### src/design/wss_map.svh
// Register indices, field positions, reset values and timing counts of the slot sequencer
`ifndef WSS_MAP_SVH
`define WSS_MAP_SVH

// Register indices; the byte address on the bus is four times the index
`define WSS_IDX_GO        6'h0C
`define WSS_IDX_SLOT1     6'h0F
`define WSS_IDX_SLOT7     6'h15
`define WSS_IDX_SLOT8     6'h16
`define WSS_IDX_LOOP_LO   6'h17
`define WSS_IDX_LOOP_HI   6'h18
`define WSS_IDX_STATUS    6'h19

// Field positions
`define WSS_GO_BIT        0
`define WSS_FLAG_BIT      7
`define WSS_SEL_MSB       6
`define WSS_ST_BUSY_BIT   0
`define WSS_ST_SLOT_LSB   1
`define WSS_ST_PASS_LSB   4

// Counts and reset values
`define WSS_NUM_SLOTS     8
`define WSS_NUM_REGS      10
`define WSS_LAST_SLOT     3'h7
`define WSS_RST_BYTE      8'h00
`define WSS_RST_WORD      32'h0000_0000

// Timing: 10 ms tick at 25 MHz
`define WSS_CLK_HZ        25000000
`define WSS_TICK_MS       10
`define WSS_TICK_CYCLES   ((`WSS_CLK_HZ / 1000) * `WSS_TICK_MS)

`endif

### src/design/wss_pkg.sv
// Types shared by the slot sequencer files
package wss_pkg;

  typedef enum logic [2:0] {
    WSS_IDLE  = 3'b000,
    WSS_FETCH = 3'b001,
    WSS_PLAY  = 3'b010,
    WSS_DELAY = 3'b011,
    WSS_NEXT  = 3'b100
  } wss_state_e;

  typedef struct packed {
    logic       delay_flag;
    logic [6:0] selector;
  } wss_slot_s;

  typedef struct packed {
    logic       start;
    logic       abort;
    logic [6:0] index;
  } wss_play_s;

endpackage : wss_pkg

### src/design/wss_reg8.sv
// One byte-wide software register with synchronous reset and write strobe
`timescale 1ns/10ps
`default_nettype none

module wss_reg8
  import wss_pkg::*;
#(
  parameter logic [7:0] RESET_VALUE = 8'h00
) (
  input  wire logic       clk_i,
  input  wire logic       rst_i,
  input  wire logic       ce_i,
  input  wire logic       we_i,
  input  wire logic [7:0] wdata_i,
  output logic      [7:0] q_o
);

  typedef struct packed {
    logic [7:0] value;
  } wss_reg8_s;

  wss_reg8_s q;
  wss_reg8_s next_q;

  always_comb
  begin
    next_q = q;
    if (we_i)
    begin
      next_q.value = wdata_i;
    end
  end

  always_ff @(posedge clk_i)
  begin
    if (rst_i)
    begin
      q.value <= RESET_VALUE;
    end
    else if (ce_i)
    begin
      q <= next_q;
    end
  end

  assign q_o = q.value;

endmodule : wss_reg8

`default_nettype wire

### src/design/wss_seq.sv
// Waveform slot sequencer with its Wishbone register file
//
// Design decision made here: the Wishbone interface to the registers.
`timescale 1ns/10ps
`default_nettype none

`include "wss_map.svh"

//
// Contract
// Flag set: value means idle time of value times ten milliseconds, no waveform.
// Flag clear: value is a waveform selector played in the sequence.
// Selector is an integer index into the stored waveform library.
// Software sets trigger bit at 0x0C; sequencing then starts at slot 0x0F.
// After a slot finishes, advance in address order if next selector nonzero.
// Finish after the eighth slot at sequence_slot_eight, or earlier at a zero selector.
// Zero selector is a stop marker; nothing is played for it.
// Each slot plays its repeat count plus one times before advancing.
// Ten millisecond tick from the clock counts delays; zero count gives none.
module wss_seq
  import wss_pkg::*;
#(
  parameter int TICK_CYCLES = `WSS_TICK_CYCLES
) (
  input  wire logic        clk_i,
  input  wire logic        rst_i,
  input  wire logic        ce_i,
  input  wire logic        wb_cyc_i,
  input  wire logic        wb_stb_i,
  input  wire logic        wb_we_i,
  input  wire logic [7:0]  wb_adr_i,
  input  wire logic [3:0]  wb_sel_i,
  input  wire logic [31:0] wb_dat_i,
  output logic      [31:0] wb_dat_o,
  output logic             wb_ack_o,
  output wss_play_s        play_o,
  input  wire logic        play_done_i,
  output logic             busy_o,
  output logic      [2:0]  slot_o
);

  typedef struct packed {
    wss_state_e  state;
    logic        go;
    logic [2:0]  slot;
    logic [1:0]  pass;
    logic [6:0]  remaining;
    logic        ack;
    logic [31:0] rdata;
    wss_play_s   play;
  } wss_seq_s;

  wss_seq_s     q;
  wss_seq_s     next_q;

  logic [7:0]   reg_q [0:`WSS_NUM_REGS-1];
  logic [`WSS_NUM_REGS-1:0] reg_we;
  logic         tick;
  logic         tick_clear;
  logic [5:0]   idx;
  logic         bus_req;
  logic         bus_write;
  logic         go_write;
  wss_slot_s    cur_slot;
  logic [7:0]   loop_byte;
  logic [1:0]   cur_repeat;
  logic [3:0]   reg_sel;
  logic         in_slot_range;

  assign idx       = wb_adr_i[7:2];
  assign bus_req   = wb_cyc_i && wb_stb_i;
  // Writes land on the edge that ends the ack cycle, so the master sees them once
  assign bus_write = bus_req && wb_we_i && wb_sel_i[0] && q.ack;
  assign go_write  = bus_write && (idx == `WSS_IDX_GO);
  assign in_slot_range = (idx >= `WSS_IDX_SLOT1) && (idx <= `WSS_IDX_LOOP_HI);
  assign reg_sel   = 4'(idx - `WSS_IDX_SLOT1);

  // Slot and repeat-count registers occupy ten consecutive indices
  genvar gi;
  generate
    for (gi = 0; gi < `WSS_NUM_REGS; gi++)
    begin : g_reg
      assign reg_we[gi] = bus_write && (idx == 6'(`WSS_IDX_SLOT1 + gi));
      wss_reg8 #(
        .RESET_VALUE (`WSS_RST_BYTE)
      ) u_reg (
        .clk_i   (clk_i),
        .rst_i   (rst_i),
        .ce_i    (ce_i),
        .we_i    (reg_we[gi]),
        .wdata_i (wb_dat_i[7:0]),
        .q_o     (reg_q[gi])
      );
    end
  endgenerate

  wss_tick #(
    .TICK_CYCLES (TICK_CYCLES)
  ) u_tick (
    .clk_i   (clk_i),
    .rst_i   (rst_i),
    .ce_i    (ce_i),
    .clear_i (tick_clear),
    .tick_o  (tick)
  );

  // Slot registers are read live, so software edits to later slots take
  // effect if they land before the sequencer reaches them
  assign cur_slot   = wss_slot_s'(reg_q[q.slot]);
  assign loop_byte  = q.slot[2] ? reg_q[`WSS_NUM_REGS-1] : reg_q[`WSS_NUM_REGS-2];
  assign cur_repeat = 2'(loop_byte >> {q.slot[1:0], 1'b0});
  assign tick_clear = (q.state != WSS_DELAY);

  always_comb
  begin
    next_q = q;
    next_q.play.start = 1'b0;
    next_q.play.abort = 1'b0;

    // Bus answer: one wait state, ack dropped the cycle after it is given
    next_q.ack   = bus_req && !q.ack;
    next_q.rdata = `WSS_RST_WORD;
    if (bus_req && !q.ack && !wb_we_i)
    begin
      if (idx == `WSS_IDX_GO)
      begin
        next_q.rdata[`WSS_GO_BIT] = q.go;
      end
      else if (in_slot_range)
      begin
        next_q.rdata[7:0] = reg_q[reg_sel];
      end
      else if (idx == `WSS_IDX_STATUS)
      begin
        next_q.rdata[`WSS_ST_BUSY_BIT] = (q.state != WSS_IDLE);
        next_q.rdata[`WSS_ST_SLOT_LSB +: 3] = q.slot;
        next_q.rdata[`WSS_ST_PASS_LSB +: 2] = q.pass;
      end
    end

    case (q.state)
      WSS_IDLE:
      begin
        if (q.go)
        begin
          next_q.slot  = 3'h0;
          next_q.pass  = 2'h0;
          next_q.state = WSS_FETCH;
        end
      end
      WSS_FETCH:
      begin
        if (!cur_slot.delay_flag && cur_slot.selector == 7'h00)
        begin
          next_q.go    = 1'b0;
          next_q.state = WSS_IDLE;
        end
        else if (cur_slot.delay_flag)
        begin
          next_q.remaining = cur_slot.selector;
          next_q.state     = (cur_slot.selector == 7'h00) ? WSS_NEXT : WSS_DELAY;
        end
        else
        begin
          next_q.play.start = 1'b1;
          next_q.play.index = cur_slot.selector;
          next_q.state      = WSS_PLAY;
        end
      end
      WSS_PLAY:
      begin
        if (play_done_i)
        begin
          next_q.state = WSS_NEXT;
        end
      end
      WSS_DELAY:
      begin
        if (tick)
        begin
          next_q.remaining = q.remaining - 7'h01;
          if (q.remaining == 7'h01)
          begin
            next_q.state = WSS_NEXT;
          end
        end
      end
      WSS_NEXT:
      begin
        if (q.pass != cur_repeat)
        begin
          next_q.pass  = q.pass + 2'h1;
          next_q.state = WSS_FETCH;
        end
        else if (q.slot == `WSS_LAST_SLOT)
        begin
          next_q.go    = 1'b0;
          next_q.state = WSS_IDLE;
        end
        else
        begin
          next_q.slot  = q.slot + 3'h1;
          next_q.pass  = 2'h0;
          next_q.state = WSS_FETCH;
        end
      end
      default:
      begin
        next_q.state = WSS_IDLE;
      end
    endcase

    // Clearing the trigger mid-sequence aborts playback from WSS_PLAY only; a start from WSS_FETCH in that cycle still goes out
    if (q.state != WSS_IDLE && !q.go)
    begin
      next_q.play.abort = (q.state == WSS_PLAY);
      next_q.state      = WSS_IDLE;
    end

    // A software write outranks the sequencer's own clear at the finish
    if (go_write)
    begin
      next_q.go = wb_dat_i[`WSS_GO_BIT];
    end
  end

  always_ff @(posedge clk_i)
  begin
    if (rst_i)
    begin
      q.state     <= WSS_IDLE;
      q.go        <= 1'b0;
      q.slot      <= 3'h0;
      q.pass      <= 2'h0;
      q.remaining <= 7'h00;
      q.ack       <= 1'b0;
      q.rdata     <= `WSS_RST_WORD;
      q.play      <= '0;
    end
    else if (ce_i)
    begin
      q <= next_q;
    end
  end

  assign wb_ack_o = q.ack;
  assign wb_dat_o = q.rdata;
  assign play_o   = q.play;
  assign busy_o   = (q.state != WSS_IDLE);
  assign slot_o   = q.slot;

endmodule : wss_seq

`default_nettype wire

### src/design/wss_tick.sv
// Prescaler that yields one pulse every TICK_CYCLES clocks while running
`timescale 1ns/10ps
`default_nettype none

module wss_tick
  import wss_pkg::*;
#(
  parameter int TICK_CYCLES = 250000
) (
  input  wire logic clk_i,
  input  wire logic rst_i,
  input  wire logic ce_i,
  input  wire logic clear_i,
  output logic      tick_o
);

  localparam int CW = $clog2(TICK_CYCLES + 1);
  localparam logic [CW-1:0] LAST = CW'(TICK_CYCLES - 1);

  typedef struct packed {
    logic [CW-1:0] count;
  } wss_tick_s;

  wss_tick_s q;
  wss_tick_s next_q;

  // Clear restarts the period so a delay is a whole number of ticks
  always_comb
  begin
    next_q = q;
    if (clear_i || q.count == LAST)
    begin
      next_q.count = '0;
    end
    else
    begin
      next_q.count = q.count + CW'(1);
    end
  end

  always_ff @(posedge clk_i)
  begin
    if (rst_i)
    begin
      q.count <= '0;
    end
    else if (ce_i)
    begin
      q <= next_q;
    end
  end

  assign tick_o = !clear_i && (q.count == LAST);

endmodule : wss_tick

`default_nettype wire

### config.mk
export PLATFORM = sky130hd
export DESIGN_NAME = wss_seq
export DESIGN_NICKNAME = d
export VERILOG_FILES = /design/src/design/wss_pkg.sv /design/src/design/wss_reg8.sv /design/src/design/wss_seq.sv /design/src/design/wss_tick.sv
export VERILOG_INCLUDE_DIRS = /design/src /design/src/design
export SDC_FILE = /design/constraint.sdc
export NUM_CORES = 1
export LEC_CHECK = 0
export CAP_MARGIN = 20
export CORE_MARGIN = 3
export CORE_UTILIZATION = 35
export CTS_CLUSTER_DIAMETER = 50
export CTS_CLUSTER_SIZE = 14
export DETAILED_ROUTE_END_ITERATION = 10
export DONT_BUFFER_PORTS = 1
export SLEW_MARGIN = 20
export SYNTH_ARGS = -nofsm -noshare
export SYNTH_HDL_FRONTEND = slang
export SYNTH_SLANG_ARGS = --single-unit
### constraint.sdc
create_clock -name clk_i -period 9.72 [get_ports clk_i]
set_clock_uncertainty 0.2 [all_clocks]
set_input_delay 1.944 -clock clk_i [delete_from_list [all_inputs] [get_ports clk_i]]
set_output_delay 1.944 -clock clk_i [all_outputs]
set_load 0.03 [all_outputs]
==> results_dict.tcl, run 1 <==
set metrics [dict create \
    crit_family "XOR/XNOR gates" \
    post_cts_buffers 0 \
    min_period_over_period_pct 42.29 \
    rsz0062_at_grt "false" \
    die_w_microns 151.2 \
    status "completed" \
    vias 5887 \
    grt_max_degree 113 \
    postRouteAntennaNets 0 \
    dpl.hpwl_mm 13.28 \
    rrSetupSlack_ns 6.31 \
    p_per_area_mw_per_mm2 161.1 \
    synth_top_cell_by_area "dfxtp_1" \
    critPathMaxStageDelay_ns 0.87 \
    io_pins 97 \
    worstPathArrival_ns 4.21 \
    fp.dieArea_sq_mm 0.02285 \
    final_nets 874 \
    firstDrtPassIters 6 \
    antennaDiodeCount 0 \
    period_needed_ns 4.110 \
    synth_ff_type "dfxtp_1" \
    grt_usage_pct 17.62 \
    hold_depth 2 \
    cts.sinks 132 \
    worstMarginPinSlew_ns 1.054 \
    grt_first_pass_wirelength_mm 30.96 \
    path_class "input pin to register" \
    cp_slowest_cell "xor2_1" \
    drt-vias-per-instance 5.366 \
    yosys.cell_types.count 60 \
    synth_edf_count 0 \
    critical_path_required_ns 9.82 \
    drive_gt1_share_pct 9.553 \
    die_y_microns 151.2 \
    num_rows 52 \
    hp-class "register to register" \
    yosysSeqAreaShare_pct 35.83 \
    rr_worst_depth 6 \
    cts_resized 0 \
    placed_cell_area_sq_mm 0.007252 \
    h-tree-depth 4 \
    globalplace.congestion 0.8136 \
    cp-start-kind "input pin" \
    ys_ff_latch 132 \
    drv_cap 0 \
    drv_slew 0 \
    grt_pass1_vias 5424 \
    cp-end-kind "register" \
    clk_path_buf_depth 2 \
    fin_area_sq_mm 0.007880 \
    netlist_instances 868 \
    cts_made_buffers 17 \
    relSlewSlack_pct 29.53 \
    cts_hold_buf 0 \
    area_growth_pct 6.836 \
    fin_util_pct 38.45 \
    yosysTopAreaCellShare_pct 35.83 \
    peakVddDrop_mv 0.1106 \
    antenna_found_initial 0 \
    path_clk_slew_ns 0.06 \
    yosys_warnings 0 \
    path_cells "ha_1 > xor2_1 > mux2i_1 > o21ai_0 > a222oi_1 > nor2_1" \
    portBuffers 0 \
    synth.most_common_cell "nand2_1" \
    cp_max_fo 28 \
    cts_tree "built" \
    hold_ws_ns 0.2623 \
    finalSetupViolCount 0 \
    async_flop_share_pct 0 \
    grt.overflow.total 0 \
    wl_per_cell_microns 17.84 \
    cp.depth 6 \
    synth_area_sq_mm 0.007376 \
    initial_utilization_pct 35.99 \
    fin_tns_setup_ns 0 \
    total_leakage_power_nw 2.604 \
    path_buf_inv 0 \
    total_power_mw 1.269 \
    max_freq_mhz 243.3 \
    drt_wl_total_mm 19.57 \
    hold_viol_final 0 \
    insertion_delay_ns 0.42 \
    drc 0 \
    synthTopCellsByCount "nand2_1, dfxtp_1, a21oi_1" \
    synth.area.top_cells "dfxtp_1, mux4_2, nand2_1" \
    cts-root-buf "clkbuf_16" \
    syn_area_per_cell_sq_um 8.497 \
    drtIter0Drc 505 \
    core_region_area_sq_mm 0.02049 \
]
-- state kept, by name, indices dropped and copies added (netlist names) --
| register | flops |
|---|---|
| slot_o | 3 |
| play_o | 9 |
| q | 13 |
| g.u_reg.q_o | 80 |
| wb_ack_o | 1 |
| wb_dat_o | 8 |
| u_tick.q | 18 |
-- final cells by class --
class | count | area (sq um)
repair buffers | 4 | 30.03
well taps | 270 | 337.8
multi-input cells | 647 | 4194
flip-flops and latches | 132 | 2645
clock buffers | 24 | 481.7
fillers | 2108 | 12610
inverters | 12 | 45.04
clock inverters | 8 | 146.4
-- per-layer routing --
metal | up-vias | part of all wire [%] | global-route usage [%]
li1 | 2876 | - | -
met1 | 2819 | 47 | 24.83
met2 | 167 | 46 | 26.66
met3 | 25 | 5.8 | 4.458
met4 | 0 | 1.9 | 5.304
met5 | - | 0 | 0
-- through the flow --
stage | instances | setup WS [ns]
final | 1097 | 5.610
after global routing | 1097 | 5.472
after CTS | 1097 | 5.685
after detailed placement | 1065 | 5.237
after global placement | 1065 | 5.296
after floorplan | 891 | 5.109
-- cells by family after synthesis --
logic type,after synthesis,synth area share [%]
and+or+nand+nor,353,21.37
buffers and inverters,112,8.482
other,1,0.05084
AOI/OAI and AO/OA,160,12.72
adders and majority gates,9,1.527
DFF,132,35.83
muxes,80,17.32
xor gates and xnor gates,21,2.697
-- final timing paths --
| check | to | startpoint |
|---|---|---|
| min reg2reg | g_reg[3].u_reg.q_o[6] | g_reg[3].u_reg.q_o[6] |
| max reg2reg | play_o[5] | slot_o[1] |
| min | g_reg[3].u_reg.q_o[6] | g_reg[3].u_reg.q_o[6] |
| max | wb_dat_o[5] | wb_adr_i[2] |
-- placed cells by master, fill, tap and decap left out, types with 4 or more instances in the layout --
master / synthesis / final
ha_1: 9 / 9
mux2i_1: 41 / 41
nand2b_1: 7 / 7
o21ai_0: 17 / 17
a222oi_1: 5 / 5
a211oi_1: 7 / 7
and3_1: 8 / 8
nor4_1: 5 / 5
nor3_1: 21 / 21
or3_1: 6 / 6
clkbuf_16: 0 / 17
nor2b_1: 7 / 7
mux4_2: 36 / 36
dfxtp_1: 132 / 130
bufinv_16: 0 / 4
nand2_1: 177 / 177
o21ai_1: 8 / 8
or4_1: 5 / 5
a21oi_1: 99 / 99
buf_4: 46 / 4
xor2_1: 8 / 8
nand3_1: 15 / 15
and2_1: 11 / 11
conb_1: 1 / 24
nor2_1: 73 / 73
nand4_1: 7 / 7
clkbuf_1: 36 / 4
inv_1: 11 / 11
xnor2_1: 11 / 11
-- worst register-to-register path, stage by stage, from the launching register on --
cell and delay [ns]:
dfxtp_2 1.02, mux4_2 0.62, mux2i_1 0.50, and3b_1 0.28
a31oi_2 0.29, nand2_1 0.24, mux2i_1 0.19
-- where the power goes --
part	internal, mW	switching [mW]	total, mW
Combinational	0.0107	0.0286	0.0393
Clock	0.450	0.238	0.688
Sequential	0.542	0.000779	0.542
(Power assumes the default switching activity.)
==> inputs of run 2 (changes only) <==
Clock period 9.72 ns to 3.7 ns, I/O delays scaled along.
==> run 2 against run 1 <==
  * Total power rose by 150%
  * Register-to-register slack got worse by 5.7 ns
  * Worst setup slack got worse by 5.0 ns
  * Clock-buffer cell count did not move
  * Routed wire length fell by 1.5%
==> results_dict.tcl, run 2 (synthesis results as in run 1) <==
set metrics [dict create \
    fp.dieArea_sq_mm 0.02285 \
    cts_hold_buf 0 \
    internal_power_mw 2.433 \
    period_needed_ns 3.084 \
    cp-startpoint "slot_o[2]" \
    r2r-start "slot_o[2]" \
    relSlewSlack_pct 31.99 \
    cts_made_buffers 17 \
    cts-root-buf "clkbuf_16" \
    drv_slew 0 \
    grt_pass1_vias 5436 \
    path_clk_slew_ns 0.06 \
    core_region_area_sq_mm 0.02049 \
    hp-start "rst_i" \
    finalSetupViolCount 0 \
    status "completed" \
    drv_cap 0 \
    post_cts_buffers 0 \
    comb_power_share_pct 3.4 \
    most-common-layout-cells "nand2_1, dfxtp_1, a21oi_1, nor2_1, mux2i_1" \
    hold_viol_final 0 \
    seqPwrFrac_pct 45.8 \
    wl_per_cell_microns 17.51 \
    switching_share_pct 21.89 \
    hp-class "input pin to register" \
    preCtsSetupSlack_ns 0.6131 \
    mostFrequentLayoutCell "nand2_1" \
    fin_tns_setup_ns 0 \
    grt_first_pass_wirelength_mm 30.42 \
    antenna_found_initial 0 \
    clk_path_buf_depth 2 \
    max_freq_mhz 324.2 \
    drt_wl_total_mm 19.28 \
    die_y_microns 151.2 \
    fin_ws_ns 0.6155 \
    total_leakage_power_nw 2.600 \
    antennaDiodeCount 0 \
    initial_utilization_pct 35.99 \
    drt-vias-per-instance 5.387 \
    cts.sinks 132 \
    grt_max_degree 113 \
    rsz0062_at_grt "false" \
    n_fill_cell 2041 \
    num_rows 52 \
    cp-end-kind "register" \
    h-tree-depth 4 \
    insertion_delay_ns 0.42 \
    place_inst 1073 \
    min_period_over_period_pct 83.36 \
    area_growth_pct 6.480 \
    cp_max_fo 16 \
    peakVddDrop_mv 0.3240 \
    cts_tree "built" \
    drtIter0Drc 495 \
    hold_ws_ns 0.1962 \
    p_per_area_mw_per_mm2 396.6 \
    fin_util_pct 38.32 \
    die_w_microns 151.2 \
    drc 0 \
    portBuffers 0 \
    firstDrtPassIters 6 \
    drive_gt1_share_pct 10.11 \
    cp-start-kind "register" \
    worstMarginPinSlew_ns 1.019 \
    cts_resized 0 \
    path_class "register to register" \
    grt_usage_pct 17.17 \
    fin_cells 1101 \
    grt.overflow.total 0 \
    dpl.hpwl_mm 13.64 \
    worstPathArrival_ns 3.19 \
    io_pins 97 \
    largest_reg_flops 80 \
    critical_path_required_ns 3.81 \
    postRouteAntennaNets 0 \
    final_nets 882 \
    pwr-share-clk_pct 50.8 \
    globalplace.congestion 0.8451 \
    power_switching_mw 0.6818 \
    vias 5931 \
]
[run 2: changes by cell type in the layout (fill, tap and decap cells not counted), sizes merged]
cell      previous run  this run
buf                  4        12
bufinv               4         1
clkinv               3         2
clkinvlp             1         2
inv                 12        11
[run 2: cell type report]
type                       instances  area, sq um  share of cell area (%)
clock buffer                      24        491.7                   6.261
clock inverter                     4        50.05                  0.6372
inverter                          12        45.04                  0.5735
multi-input combinational        647         4194                   53.40
sequential                       132         2645                   33.68
tap                              270        337.8                   4.301
timing repair buffer              12        90.09                   1.147
[run 2: through the flow]
step           area [sq um]  total power [mW]
6_report               7854             3.115
5_1_grt                7854             3.211
2_1_floorplan          7462             1.597
3_3_place_gp           7312             1.562
3_5_place_dp           7312             1.562
4_1_cts                7854             3.138
[run 2: power groups by stage]
| stage | clock network (mW) | registers [mW] | logic, mW |
|---|---|---|---|
| after floorplan | 0 | 1.46 | 0.142 |
| final | 1.58 | 1.43 | 0.106 |
| after detailed placement | 0 | 1.46 | 0.106 |
| after global routing | 1.67 | 1.42 | 0.115 |
| after global placement | 0 | 1.46 | 0.106 |
| after CTS | 1.61 | 1.43 | 0.106 |
[run 2: final timing paths]
| kind | cells past startpoint | endpoint | slack [ns] |
|---|---|---|---|
| hold / removal | 1 | play_o[7] | 0.20 |
| setup reg to reg | 7 | play_o[5] | 0.62 |
| setup / recovery | 7 | play_o[5] | 0.62 |
| hold reg to reg | 2 | g_reg[2].u_reg.q_o[7] | 0.27 |
[run 2: worst max-delay path, stage by stage (launching register included)]
cell	delay, ns
dfxtp_2	0.72
buf_4	0.32
nor3_1	0.07
a2111oi_0	0.39
nor4_1	0.16
a31oi_2	0.68
nand2_1	0.24
mux2i_1	0.17
[run 2: routing by layer]
metal / global-route usage (%) / vias to the layer above / part of all wire (%)
met4: 4.714 / 0 / 1.3
met3: 4.548 / 21 / 6.3
li1: - / 2877 / -
met2: 26.93 / 181 / 46
met1: 23.43 / 2852 / 46
met5: 0 / - / 0
